===== src/shared/icf_pkg.sv =====
// Purpose : Shared constants for the capture flag block of channels B, C and D
// Assumes : APB slave with 32-bit data, one aligned word per register
// Notes   : Flag, enable and edge fields share bit positions 6, 5 and 4
`default_nettype none

package icf_pkg;

  // ****************************************************************
  // Widths
  // ****************************************************************
  localparam int unsigned ADDR_W  = 8;
  localparam int unsigned DATA_W  = 32;
  localparam int unsigned CNT_W   = 16;
  localparam int unsigned REG_W   = 8;
  localparam int unsigned NUM_CH  = 3;

  // ****************************************************************
  // Register byte offsets
  // ****************************************************************
  localparam logic [ADDR_W-1:0] OFS_STATUS     = 8'h00;
  localparam logic [ADDR_W-1:0] OFS_CONTROL    = 8'h04;
  localparam logic [ADDR_W-1:0] OFS_IRQ_ENABLE = 8'h08;
  localparam logic [ADDR_W-1:0] OFS_CAPTURE_B  = 8'h0c;
  localparam logic [ADDR_W-1:0] OFS_CAPTURE_C  = 8'h10;
  localparam logic [ADDR_W-1:0] OFS_CAPTURE_D  = 8'h14;

  // ****************************************************************
  // Field positions
  // ****************************************************************
  localparam int unsigned BIT_CH_B      = 6;
  localparam int unsigned BIT_CH_C      = 5;
  localparam int unsigned BIT_CH_D      = 4;
  localparam int unsigned BIT_BUFFER_A  = 3;
  localparam int unsigned BIT_BUFFER_B  = 2;

  // Channel index within three-bit vectors
  localparam int unsigned CH_B = 2;
  localparam int unsigned CH_C = 1;
  localparam int unsigned CH_D = 0;

  // ****************************************************************
  // Reset values
  // ****************************************************************
  localparam logic [NUM_CH-1:0] RST_FLAGS   = 3'h0;
  localparam logic [NUM_CH-1:0] RST_EDGES   = 3'h0;
  localparam logic [NUM_CH-1:0] RST_ENABLES = 3'h0;
  localparam logic              RST_BUFFER  = 1'h0;
  localparam logic [CNT_W-1:0]  RST_CAPTURE = 16'h0000;

  // ****************************************************************
  // Bus answer states
  // ****************************************************************
  typedef enum logic [1:0] {
    ICF_BUS_IDLE  = 2'b00,
    ICF_BUS_WAIT  = 2'b01,
    ICF_BUS_READY = 2'b10
  } icf_bus_state_t;

endpackage

`default_nettype wire


===== src/shared/icf_edge_if.sv =====
// Purpose : Carries pin levels, edge choices and detected events
// Assumes : Single clock domain
// Notes   : Bit order of every vector is B, C, D from high to low
`default_nettype none

interface icf_edge_if;
  import icf_pkg::*;

  logic [NUM_CH-1:0] pin_level;
  logic [NUM_CH-1:0] edge_rise;
  logic [NUM_CH-1:0] event_hit;

  modport det (
    input  pin_level,
    input  edge_rise,
    output event_hit
  );

  modport use_side (
    output pin_level,
    output edge_rise,
    input  event_hit
  );

endinterface

`default_nettype wire


===== src/logic/icf_edge_detect.sv =====
// Purpose : Finds the selected edge on each capture pin
// Assumes : Pin levels synchronous to the clock
// Notes   : Event is a one-cycle pulse in the cycle the new level is seen
`default_nettype none

module icf_edge_detect
  import icf_pkg::*;
(
  // Clock and reset
  input  wire logic  i_clk_sys,
  input  wire logic  i_rst,
  // Pins and events
  icf_edge_if.det    edge_bus
);

  logic [NUM_CH-1:0] level_prev_reg;

  always_ff @(posedge i_clk_sys) begin
    if (i_rst) begin
      level_prev_reg <= RST_EDGES;
    end else begin
      level_prev_reg <= edge_bus.pin_level;
    end
  end

  // ****************************************************************
  // Per-channel polarity choice
  // ****************************************************************
  for (genvar ch = 0; ch < NUM_CH; ch++) begin : g_ch
    assign edge_bus.event_hit[ch] = edge_bus.edge_rise[ch] ?
                                    (edge_bus.pin_level[ch] & ~level_prev_reg[ch]) :
                                    (~edge_bus.pin_level[ch] & level_prev_reg[ch]);
  end

endmodule

`default_nettype wire


===== src/logic/icf_capture_top.sv =====
// Purpose : Capture flags and registers of channels B, C and D over APB
// Assumes : Free-running count supplied by the timer, pins synchronous
// Notes   : Flags clear by a read seeing one followed by a write of zero
//
// Implementation choices: the address map and the APB slave port.
`default_nettype none

module icf_capture_top
  import icf_pkg::*;
(
  // Clock and reset
  input  wire logic              i_clk_sys,
  input  wire logic              i_rst,
  // APB slave
  input  wire logic              i_psel,
  input  wire logic              i_penable,
  input  wire logic              i_pwrite,
  input  wire logic [ADDR_W-1:0] i_paddr,
  input  wire logic [DATA_W-1:0] i_pwdata,
  output logic      [DATA_W-1:0] o_prdata,
  output logic                   o_pready,
  output logic                   o_pslverr,
  // Timer and capture pins
  input  wire logic [CNT_W-1:0]  i_free_running_count,
  input  wire logic              i_capture_pin_b,
  input  wire logic              i_capture_pin_c,
  input  wire logic              i_capture_pin_d,
  // Interrupts
  output logic                   o_irq,
  output logic      [NUM_CH-1:0] o_capture_irq
);

  // ****************************************************************
  // State
  // ****************************************************************
  icf_bus_state_t    bus_state_reg;
  icf_bus_state_t    bus_state_next;
  logic [NUM_CH-1:0] flag_reg;
  logic [NUM_CH-1:0] flag_next;
  logic [NUM_CH-1:0] armed_reg;
  logic [NUM_CH-1:0] edge_select_reg;
  logic [NUM_CH-1:0] irq_enable_reg;
  logic [NUM_CH-1:0] irq_enable_next;
  logic              buffer_enable_a_reg;
  logic              buffer_enable_b_reg;
  logic [CNT_W-1:0]  capture_reg_b;
  logic [CNT_W-1:0]  capture_reg_c;
  logic [CNT_W-1:0]  capture_reg_d;
  logic [DATA_W-1:0] prdata_reg;
  logic [DATA_W-1:0] rdata_next;
  logic              pslverr_reg;
  logic              addr_hit;
  logic              irq_reg;
  logic [NUM_CH-1:0] capture_irq_reg;
  logic [NUM_CH-1:0] capture_irq_next;

  // Bus decode
  logic              bus_done;
  logic              wr_done;
  logic              rd_done;
  logic              wr_status;
  logic              rd_status;
  logic [NUM_CH-1:0] wr_flag_bits;
  logic [NUM_CH-1:0] clear_req;
  logic [NUM_CH-1:0] cap_event;

  icf_edge_if edge_bus ();

  // ****************************************************************
  // Edge detection
  // ****************************************************************
  assign edge_bus.pin_level = {i_capture_pin_b, i_capture_pin_c, i_capture_pin_d};
  assign edge_bus.edge_rise = edge_select_reg;
  assign cap_event          = edge_bus.event_hit;

  icf_edge_detect u_edge_detect (
    .i_clk_sys (i_clk_sys),
    .i_rst     (i_rst),
    .edge_bus  (edge_bus.det)
  );

  // ****************************************************************
  // APB handshake
  // ****************************************************************
  always_comb begin
    bus_state_next = bus_state_reg;
    unique case (bus_state_reg)
      ICF_BUS_IDLE: begin
        if (i_psel && !i_penable) begin
          bus_state_next = ICF_BUS_WAIT;
        end
      end
      ICF_BUS_WAIT: begin
        if (i_psel && i_penable) begin
          bus_state_next = ICF_BUS_READY;
        end else if (!i_psel) begin
          bus_state_next = ICF_BUS_IDLE;
        end
      end
      ICF_BUS_READY: begin
        bus_state_next = ICF_BUS_IDLE;
      end
      default: begin
        bus_state_next = ICF_BUS_IDLE;
      end
    endcase
  end

  always_ff @(posedge i_clk_sys) begin
    if (i_rst) begin
      bus_state_reg <= ICF_BUS_IDLE;
    end else begin
      bus_state_reg <= bus_state_next;
    end
  end

  assign bus_done = (bus_state_reg == ICF_BUS_READY) && i_psel && i_penable;
  assign wr_done  = bus_done && i_pwrite && !pslverr_reg;
  assign rd_done  = bus_done && !i_pwrite && !pslverr_reg;
  assign wr_status = wr_done && (i_paddr == OFS_STATUS);
  assign rd_status = rd_done && (i_paddr == OFS_STATUS);
  assign wr_flag_bits = {i_pwdata[BIT_CH_B], i_pwdata[BIT_CH_C], i_pwdata[BIT_CH_D]};

  // ****************************************************************
  // Read data and address check
  // ****************************************************************
  always_comb begin
    rdata_next = '0;
    addr_hit   = 1'b1;
    unique case (i_paddr)
      OFS_STATUS: begin
        rdata_next[BIT_CH_B] = flag_reg[CH_B];
        rdata_next[BIT_CH_C] = flag_reg[CH_C];
        rdata_next[BIT_CH_D] = flag_reg[CH_D];
      end
      OFS_CONTROL: begin
        rdata_next[BIT_CH_B]     = edge_select_reg[CH_B];
        rdata_next[BIT_CH_C]     = edge_select_reg[CH_C];
        rdata_next[BIT_CH_D]     = edge_select_reg[CH_D];
        rdata_next[BIT_BUFFER_A] = buffer_enable_a_reg;
        rdata_next[BIT_BUFFER_B] = buffer_enable_b_reg;
      end
      OFS_IRQ_ENABLE: begin
        rdata_next[BIT_CH_B] = irq_enable_reg[CH_B];
        rdata_next[BIT_CH_C] = irq_enable_reg[CH_C];
        rdata_next[BIT_CH_D] = irq_enable_reg[CH_D];
      end
      OFS_CAPTURE_B: rdata_next[CNT_W-1:0] = capture_reg_b;
      OFS_CAPTURE_C: rdata_next[CNT_W-1:0] = capture_reg_c;
      OFS_CAPTURE_D: rdata_next[CNT_W-1:0] = capture_reg_d;
      default: begin
        addr_hit = 1'b0;
      end
    endcase
  end

  always_ff @(posedge i_clk_sys) begin
    if (i_rst) begin
      prdata_reg  <= '0;
      pslverr_reg <= 1'b0;
    end else if (bus_state_reg == ICF_BUS_WAIT && i_psel && i_penable) begin
      prdata_reg  <= i_pwrite ? '0 : rdata_next;
      pslverr_reg <= !addr_hit;
    end else if (bus_state_reg == ICF_BUS_READY) begin
      prdata_reg  <= '0;
      pslverr_reg <= 1'b0;
    end
  end

  // ****************************************************************
  // Control and enable registers
  // ****************************************************************
  always_ff @(posedge i_clk_sys) begin
    if (i_rst) begin
      edge_select_reg     <= RST_EDGES;
      buffer_enable_a_reg <= RST_BUFFER;
      buffer_enable_b_reg <= RST_BUFFER;
    end else if (wr_done && i_paddr == OFS_CONTROL) begin
      edge_select_reg     <= wr_flag_bits;
      buffer_enable_a_reg <= i_pwdata[BIT_BUFFER_A];
      buffer_enable_b_reg <= i_pwdata[BIT_BUFFER_B];
    end
  end

  // Next enable feeds the requests, so a request never outlives its enable
  always_comb begin
    irq_enable_next = irq_enable_reg;
    if (wr_done && i_paddr == OFS_IRQ_ENABLE) begin
      irq_enable_next = wr_flag_bits;
    end
  end

  always_ff @(posedge i_clk_sys) begin
    if (i_rst) begin
      irq_enable_reg <= RST_ENABLES;
    end else begin
      irq_enable_reg <= irq_enable_next;
    end
  end

  // ****************************************************************
  // Flag clearing: read as one, then write zero
  // ****************************************************************
  always_ff @(posedge i_clk_sys) begin
    if (i_rst) begin
      armed_reg <= RST_FLAGS;
    end else if (rd_status) begin
      armed_reg <= {prdata_reg[BIT_CH_B], prdata_reg[BIT_CH_C], prdata_reg[BIT_CH_D]};
    end else if (wr_status) begin
      armed_reg <= RST_FLAGS;
    end
  end

  assign clear_req = wr_status ? (armed_reg & ~wr_flag_bits) : RST_FLAGS;

  // ****************************************************************
  // Capture flags
  // ****************************************************************
  for (genvar ch = 0; ch < NUM_CH; ch++) begin : g_flag
    assign flag_next[ch] = cap_event[ch] |
                           (flag_reg[ch] & ~clear_req[ch]);
  end

  always_ff @(posedge i_clk_sys) begin
    if (i_rst) begin
      flag_reg <= RST_FLAGS;
    end else begin
      flag_reg <= flag_next;
    end
  end

  // ****************************************************************
  // Capture registers
  // ****************************************************************
  always_ff @(posedge i_clk_sys) begin
    if (i_rst) begin
      capture_reg_b <= RST_CAPTURE;
    end else if (cap_event[CH_B]) begin
      capture_reg_b <= i_free_running_count;
    end
  end

  always_ff @(posedge i_clk_sys) begin
    if (i_rst) begin
      capture_reg_c <= RST_CAPTURE;
    end else if (cap_event[CH_C] && !buffer_enable_a_reg) begin
      capture_reg_c <= i_free_running_count;
    end
  end

  // In buffer mode D takes the old B capture on a B edge and ignores every D edge
  always_ff @(posedge i_clk_sys) begin
    if (i_rst) begin
      capture_reg_d <= RST_CAPTURE;
    end else if (buffer_enable_b_reg) begin
      if (cap_event[CH_B]) begin
        capture_reg_d <= capture_reg_b;
      end
    end else if (cap_event[CH_D]) begin
      capture_reg_d <= i_free_running_count;
    end
  end

  // ****************************************************************
  // Interrupt requests
  // ****************************************************************
  assign capture_irq_next = flag_next & irq_enable_next;

  always_ff @(posedge i_clk_sys) begin
    if (i_rst) begin
      capture_irq_reg <= RST_FLAGS;
      irq_reg         <= 1'b0;
    end else begin
      capture_irq_reg <= capture_irq_next;
      irq_reg         <= |capture_irq_next;
    end
  end

  // ****************************************************************
  // Outputs
  // ****************************************************************
  assign o_prdata      = prdata_reg;
  assign o_pready      = (bus_state_reg == ICF_BUS_READY);
  assign o_pslverr     = pslverr_reg;
  assign o_irq         = irq_reg;
  assign o_capture_irq = capture_irq_reg;

endmodule

`default_nettype wire


===== config.mk =====
export PLATFORM = sky130hd
export DESIGN_NAME = icf_capture_top
export DESIGN_NICKNAME = d
export VERILOG_FILES = /design/src/shared/icf_pkg.sv /design/src/shared/icf_edge_if.sv /design/src/logic/icf_edge_detect.sv /design/src/logic/icf_capture_top.sv
export SDC_FILE = /design/constraint.sdc
export NUM_CORES = 1
export LEC_CHECK = 0
export CORE_MARGIN = 3
export CORE_UTILIZATION = 42
export CTS_CLUSTER_DIAMETER = 40
export DETAILED_ROUTE_END_ITERATION = 10
export DONT_BUFFER_PORTS = 1
export GPL_TIMING_DRIVEN = 0
export SETUP_SLACK_MARGIN = 0.1
export SLEW_MARGIN = 20
export SYNTH_ARGS = -nofsm -noshare
export SYNTH_HDL_FRONTEND = slang
export SYNTH_SLANG_ARGS = --single-unit

===== constraint.sdc =====
create_clock -name i_clk_sys -period 3.4 [get_ports i_clk_sys]
set_input_delay 0.68 -clock i_clk_sys [delete_from_list [all_inputs] [get_ports i_clk_sys]]
set_output_delay 0.68 -clock i_clk_sys [all_outputs]
set_load 0.02 [all_outputs]

==> flow_summary.ini, run 1 <==
[timing]
setup_viol_count_final = 0
timing.setup.tns_ns = 0
fin_skew_ns = 0.00952
finalCriticalPeriod_ns = 2.32
hold_viol = 0
rsz0062_at_grt = no
report.final.slew_viol_count = 0
slew_headroom_pct = 44.2
worst_pin_slew_ns = 0.838
fmax_ghz = 0.430
period_share_pct = 68.3

[clocking]
cts_resized = 0
clkSlewWorstSetupHoldPaths_ns = 0.08
cts_num_sinks = 88
cts_setup_buffers = 0
cts_tree = done
cts_buffers = 9
ctsHoldBuffers = 0
cts.path.max_buffers = 2
cts_root_buf = clkbuf_8
htreeDepth = 3
clkLatencyLatePin_ns = 0.36

[floorplan]
pin_count = 102
rows = 34
die_area_sq_um = 10400
initial_core_util_pct = 43.8
die_h_um = 102
fp.dieW_um = 102
coreArea_sq_um = 8810

[worst_hold_path]
min_to = bus_state_reg[0]
worstHoldPathType = in -> reg
hold_depth = 1
hold_path_startpoint = i_penable

[placement]
globalplace.congestion = 0.869
postPlaceCellArea_sq_um = 4050
io_buffers = 0
dpl.hpwl_um = 7070

[synth]
synth_edf_count = 0
ys.flop_type = dfxtp_1
synth_cells = 410
netlist_area_sq_um = 3860
ys_async_sr_fraction_pct = 0
synth.distinct_cells = 45
synth_area_leaders = dfxtp_1 (46%), mux2i_1 (16%), nor2_1 (6.0%), a211oi_1 (3.7%), buf_4 (3.1%)
ys_ff_latch = 88
syn_area_per_cell_sq_um = 9.41
seq_area_frac_synth_pct = 45.7
ys_warn_count = 0
synth.most_common_cell = dfxtp_1
yosysTopAreaCellShare_pct = 45.7
yosysTopAreaCell = dfxtp_1
ys_top_cells_by_count = dfxtp_1 (88), nor2_1 (62), mux2i_1 (61)

[critical_path]
ff2ff_path_depth = 5
end_kind = register
r2r-end = o_irq
critPathKind = in -> reg
crit_top_cell = clkbuf_1
required_ns = 3.68
r2r-start = o_pslverr
reg2reg_slack_ns = 1.26
cp_max_fo = 10
crit_path_cell_trace = buf_6 > nor2b_1 > and2_0 > clkbuf_1 > clkbuf_1 > a22o_1 > a22oi_1 > o21ai_0
cp.arrival_ns = 2.60
critPathMaxStageDelay_ns = 0.51
worstSetupStartpointType = input port
crit_slowest_cell = clkbuf_1

[pwr]
leakage_uw = 0.00166
ir_worst_vdd_mv = 0.195
power_density_nw_per_um2 = 455

[outcome]
outcome = finished, final reports clean

[detailed_routing]
drc = 0
routed_wl_um = 9820
wl_per_cell_um = 17.9
drt-initial-drc-count = 152
drt_pass1_iterations = 5
viasPerCell = 5.47
route.vias.total = 2994
detail-route-antenna-nets = 0

[layout]
register_area_sq_um = 1760
area_growth_pct = 9.51
fillCellCount = 867
diodes = 0
nNetsFinal = 500
multi_input_area_sq_um = 1890
finalInstanceArea_sq_um = 4220
layout-drive-gt1-share_pct = 10.0

[global_route]
use_met3_pct = 6.42
grt_pass1_vias = 2825
use_met2_pct = 29.1
antenna_found_initial = 0
grt_overflow = 0
grt_use_met1_pct = 28.0
grt_pass1_wl_um = 15400
grt_max_degree = 14
gr-max-usage-layer = met2
grt_usage_pct = 19.6

[flow_run]
cap_violations = 0
==> where the power goes <==
group / internal (uW) / switching [uW]
registers: 1060 / 15.8
logic: 61.0 / 98.0
clock network: 330 / 359
total: 1450 / 473
==> routing by layer <==
layer | wire (um) | vias to the layer above
met3 | 905 | 8
met5 | 0 | -
li1 | - | 1467
met2 | 4130 | 105
met1 | 4680 | 1414
met4 | 99 | 0
==> cell families (layout without fill, tap and decap cells) <==
logic type / after synthesis / count (layout) / share of synthesized area [%]
and+or+nand+nor: 125 / 125 / 16.0
buffers and inverters: 49 / 63 / 6.75
muxes: 64 / 64 / 16.7
other: 1 / 16 / 0.0972
AOI/OAI and AO/OA: 83 / 83 / 14.8
DFF: 88 / 88 / 45.7
==> through the flow <==
stage	hold WS [ns]	util (%)	cells	total power, uW	worst slack (ns)
2_1_floorplan	0.427	-	425	1220	1.21
3_5_place_dp	0.447	46.0	533	1250	0.752
3_3_place_gp	0.442	46.0	533	1250	0.785
4_1_cts	0.376	48.0	547	1930	1.13
5_1_grt	0.372	48.0	547	2000	0.928
6_report	0.392	48.0	547	1920	1.08
==> critical path: cells and delay by family <==
family	cells	cell delay [ns]
and+or+nand+nor	2	0.48
buffers and inverters	3	0.89
AOI/OAI and AO/OA	3	0.54
==> final cells by class <==
cell class / count / area share, %
clock inverter: 4 / 1.13
buffer: 45 / 5.81
inverter: 4 / 0.356
tap: 108 / 3.20
sequential: 88 / 41.7
multi-input combinational: 288 / 44.8
clock buffer: 10 / 3.02
==> layout by cell type (no fill, tap or decap), types with 7 or more instances in the layout <==
master    netlist  routed
clkbuf_8        0       9
mux2i_1        61      61
a22oi_1        13      13
o21ai_0        20      20
conb_1          1      16
nor2b_1         7       7
dfxtp_1        88      88
buf_4          16      16
nor2_1         62      62
nand2_1        28      28
a211oi_1       19      19
buf_2           7       7
a22o_1         11      11
a21oi_1         8       8
clkbuf_1       20      21
==> worst max path at each step <==
stage | start | endpoint | slack [ns]
floorplan | i_paddr[4] | o_irq | 1.21
global placement | i_paddr[2] | o_prdata[1] | 0.78
detailed placement | i_paddr[2] | o_prdata[1] | 0.75
CTS | i_paddr[2] | o_prdata[1] | 1.13
global route | i_paddr[2] | o_prdata[1] | 0.93
finish | i_paddr[4] | o_prdata[12] | 1.08
Note: power is estimated with default switching activity, not from simulation.
==> run 2, diff against run 1 <==
==> constraint.sdc (replaced) <==
create_clock -name i_clk_sys -period 2 [get_ports i_clk_sys]
set_input_delay 0.4 -clock i_clk_sys [delete_from_list [all_inputs] [get_ports i_clk_sys]]
set_output_delay 0.4 -clock i_clk_sys [all_outputs]
set_load 0.02 [all_outputs]
==> flow_summary.ini, run 2 (same netlist as run 1, synthesis figures left out) <==
[placement]
globalplace.congestion = 0.899
io_buffers = 0
place_ws_ns = -0.292
dpl.hpwl_um = 7210

[pwr]
clkPwrFrac_pct = 37.3
internal_power_uw = 2490
ir_worst_vdd_mv = 0.349
switching_power_uw = 865
p_seq_share_pct = 54.3
leakage_uw = 0.00172
combPwrFrac_pct = 8.3
power_density_nw_per_um2 = 772
switching_share_pct = 25.7

[detailed_routing]
route.vias.total = 3013
viasPerCell = 5.47
drc = 0
drt-initial-drc-count = 120
detail-route-antenna-nets = 0
drt_pass1_iterations = 5
routed_wl_um = 10200
wl_per_cell_um = 18.5

[layout]
final_core_util_pct = 49.4
final_cell_mix = dfxtp_1 (87), nor2_1 (62), mux2i_1 (61), nand2_1 (28)
area_growth_pct = 12.8
register_area_sq_um = 1770
diodes = 0
layout_commonest_cell = dfxtp_1
layout-drive-gt1-share_pct = 14.4
multi_input_area_sq_um = 1950
fillCellCount = 872
nNetsFinal = 502

[timing]
hold_viol = 0
worst_pin_slew_ns = 0.665
slew_headroom_pct = 55.7
fin_skew_ns = 0.0132
fmax_ghz = 0.524
setup_viol_count_final = 0
setup_ws_ns = 0.0927
finalCriticalPeriod_ns = 1.91
period_share_pct = 95.4
report.final.slew_viol_count = 0
rsz0062_at_grt = yes

[critical_path]
cp_max_fo = 4
critPathKind = reg -> reg
worstSetupStartpointType = register
ff2ff_path_depth = 5
required_ns = 2.25
cp.arrival_ns = 2.16
end_kind = register

[worst_hold_path]
worstHoldPathType = in -> reg
hold_depth = 1

[clocking]
cts_num_sinks = 88
clkLatencyLatePin_ns = 0.37
cts.path.max_buffers = 2
cts_root_buf = clkbuf_8
htreeDepth = 3
clkSlewWorstSetupHoldPaths_ns = 0.09
cts_buffers = 9
cts_tree = done

[floorplan]
rows = 34
die_h_um = 102
fp.dieW_um = 102
coreArea_sq_um = 8810
initial_core_util_pct = 43.8
die_area_sq_um = 10400
pin_count = 102

[global_route]
grt_pass1_wl_um = 15700
grt_usage_pct = 20.0
grt_max_degree = 16
antenna_found_initial = 0
grt_pass1_vias = 2911
grt_overflow = 0

[flow_run]
cap_violations = 0

[outcome]
outcome = finished, final reports clean
[run 2: power by group through the flow]
stage | clock, uW | combinational [uW] | sequential [uW]
after global routing | 1340 | 306 | 1830
after CTS | 1270 | 270 | 1820
final | 1250 | 280 | 1820
after floorplan | 0 | 214 | 1860
after detailed placement | 0 | 266 | 1860
after global placement | 0 | 264 | 1860
[run 2: stage by stage]
step	power (uW)	cell area, sq um	hold slack (ns)	std cells	TNS (ns)
6_report	3360	4350	0.103	551	0
5_1_grt	3480	4350	0.100	551	-0.0137
4_1_cts	3370	4280	0.100	549	0
3_5_place_dp	2130	4050	0.451	533	-5.26
3_3_place_gp	2130	4050	0.442	533	-4.62
2_1_floorplan	2070	3920	0.427	425	0
[run 2: cell type report]
class | count | share of cell area (%)
clock buffers | 10 | 2.94
repair buffers | 2 | 0.345
multi-input cells | 288 | 44.7
inverters | 4 | 0.345
clock inverters | 6 | 1.58
well taps | 108 | 3.11
flip-flops and latches | 88 | 40.6
plain buffers | 45 | 6.33
[run 2: worst paths after layout]
path / from / endpoint / slack (ns)
setup / recovery: o_pslverr / o_irq / 0.09
setup reg to reg: o_pslverr / o_irq / 0.09
hold reg to reg: armed_reg[1] / armed_reg[1] / 0.47
hold / removal: i_penable / bus_state_reg[0] / 0.10
[run 2: repair_timing]
action | 4_1_cts | 5_1_grt
hold buffers | 0 | 0
buffers inserted | 0 | 2
pin swaps | 0 | 3
resized for setup | 10 | 22
endpoints found under the setup margin | 43 | 39
[run 2: metal layers]
| layer | wire (um) | vias to the layer above | GRT usage (%) |
|---|---|---|---|
| met4 | 165 | 0 | 6.16 |
| met1 | 4810 | 1422 | 27.6 |
| met3 | 781 | 12 | 5.53 |
| li1 | - | 1482 | - |
| met5 | 0 | - | 0 |
| met2 | 4450 | 97 | 30.5 |
[run 2: worst max-delay path, stage by stage, from the launching register on]
cell and delay (ns):
dfxtp_4 0.40, nor4bb_4 0.32, nand3_2 0.15, o41ai_2 0.39
a211oi_1 0.16, or3_1 0.39
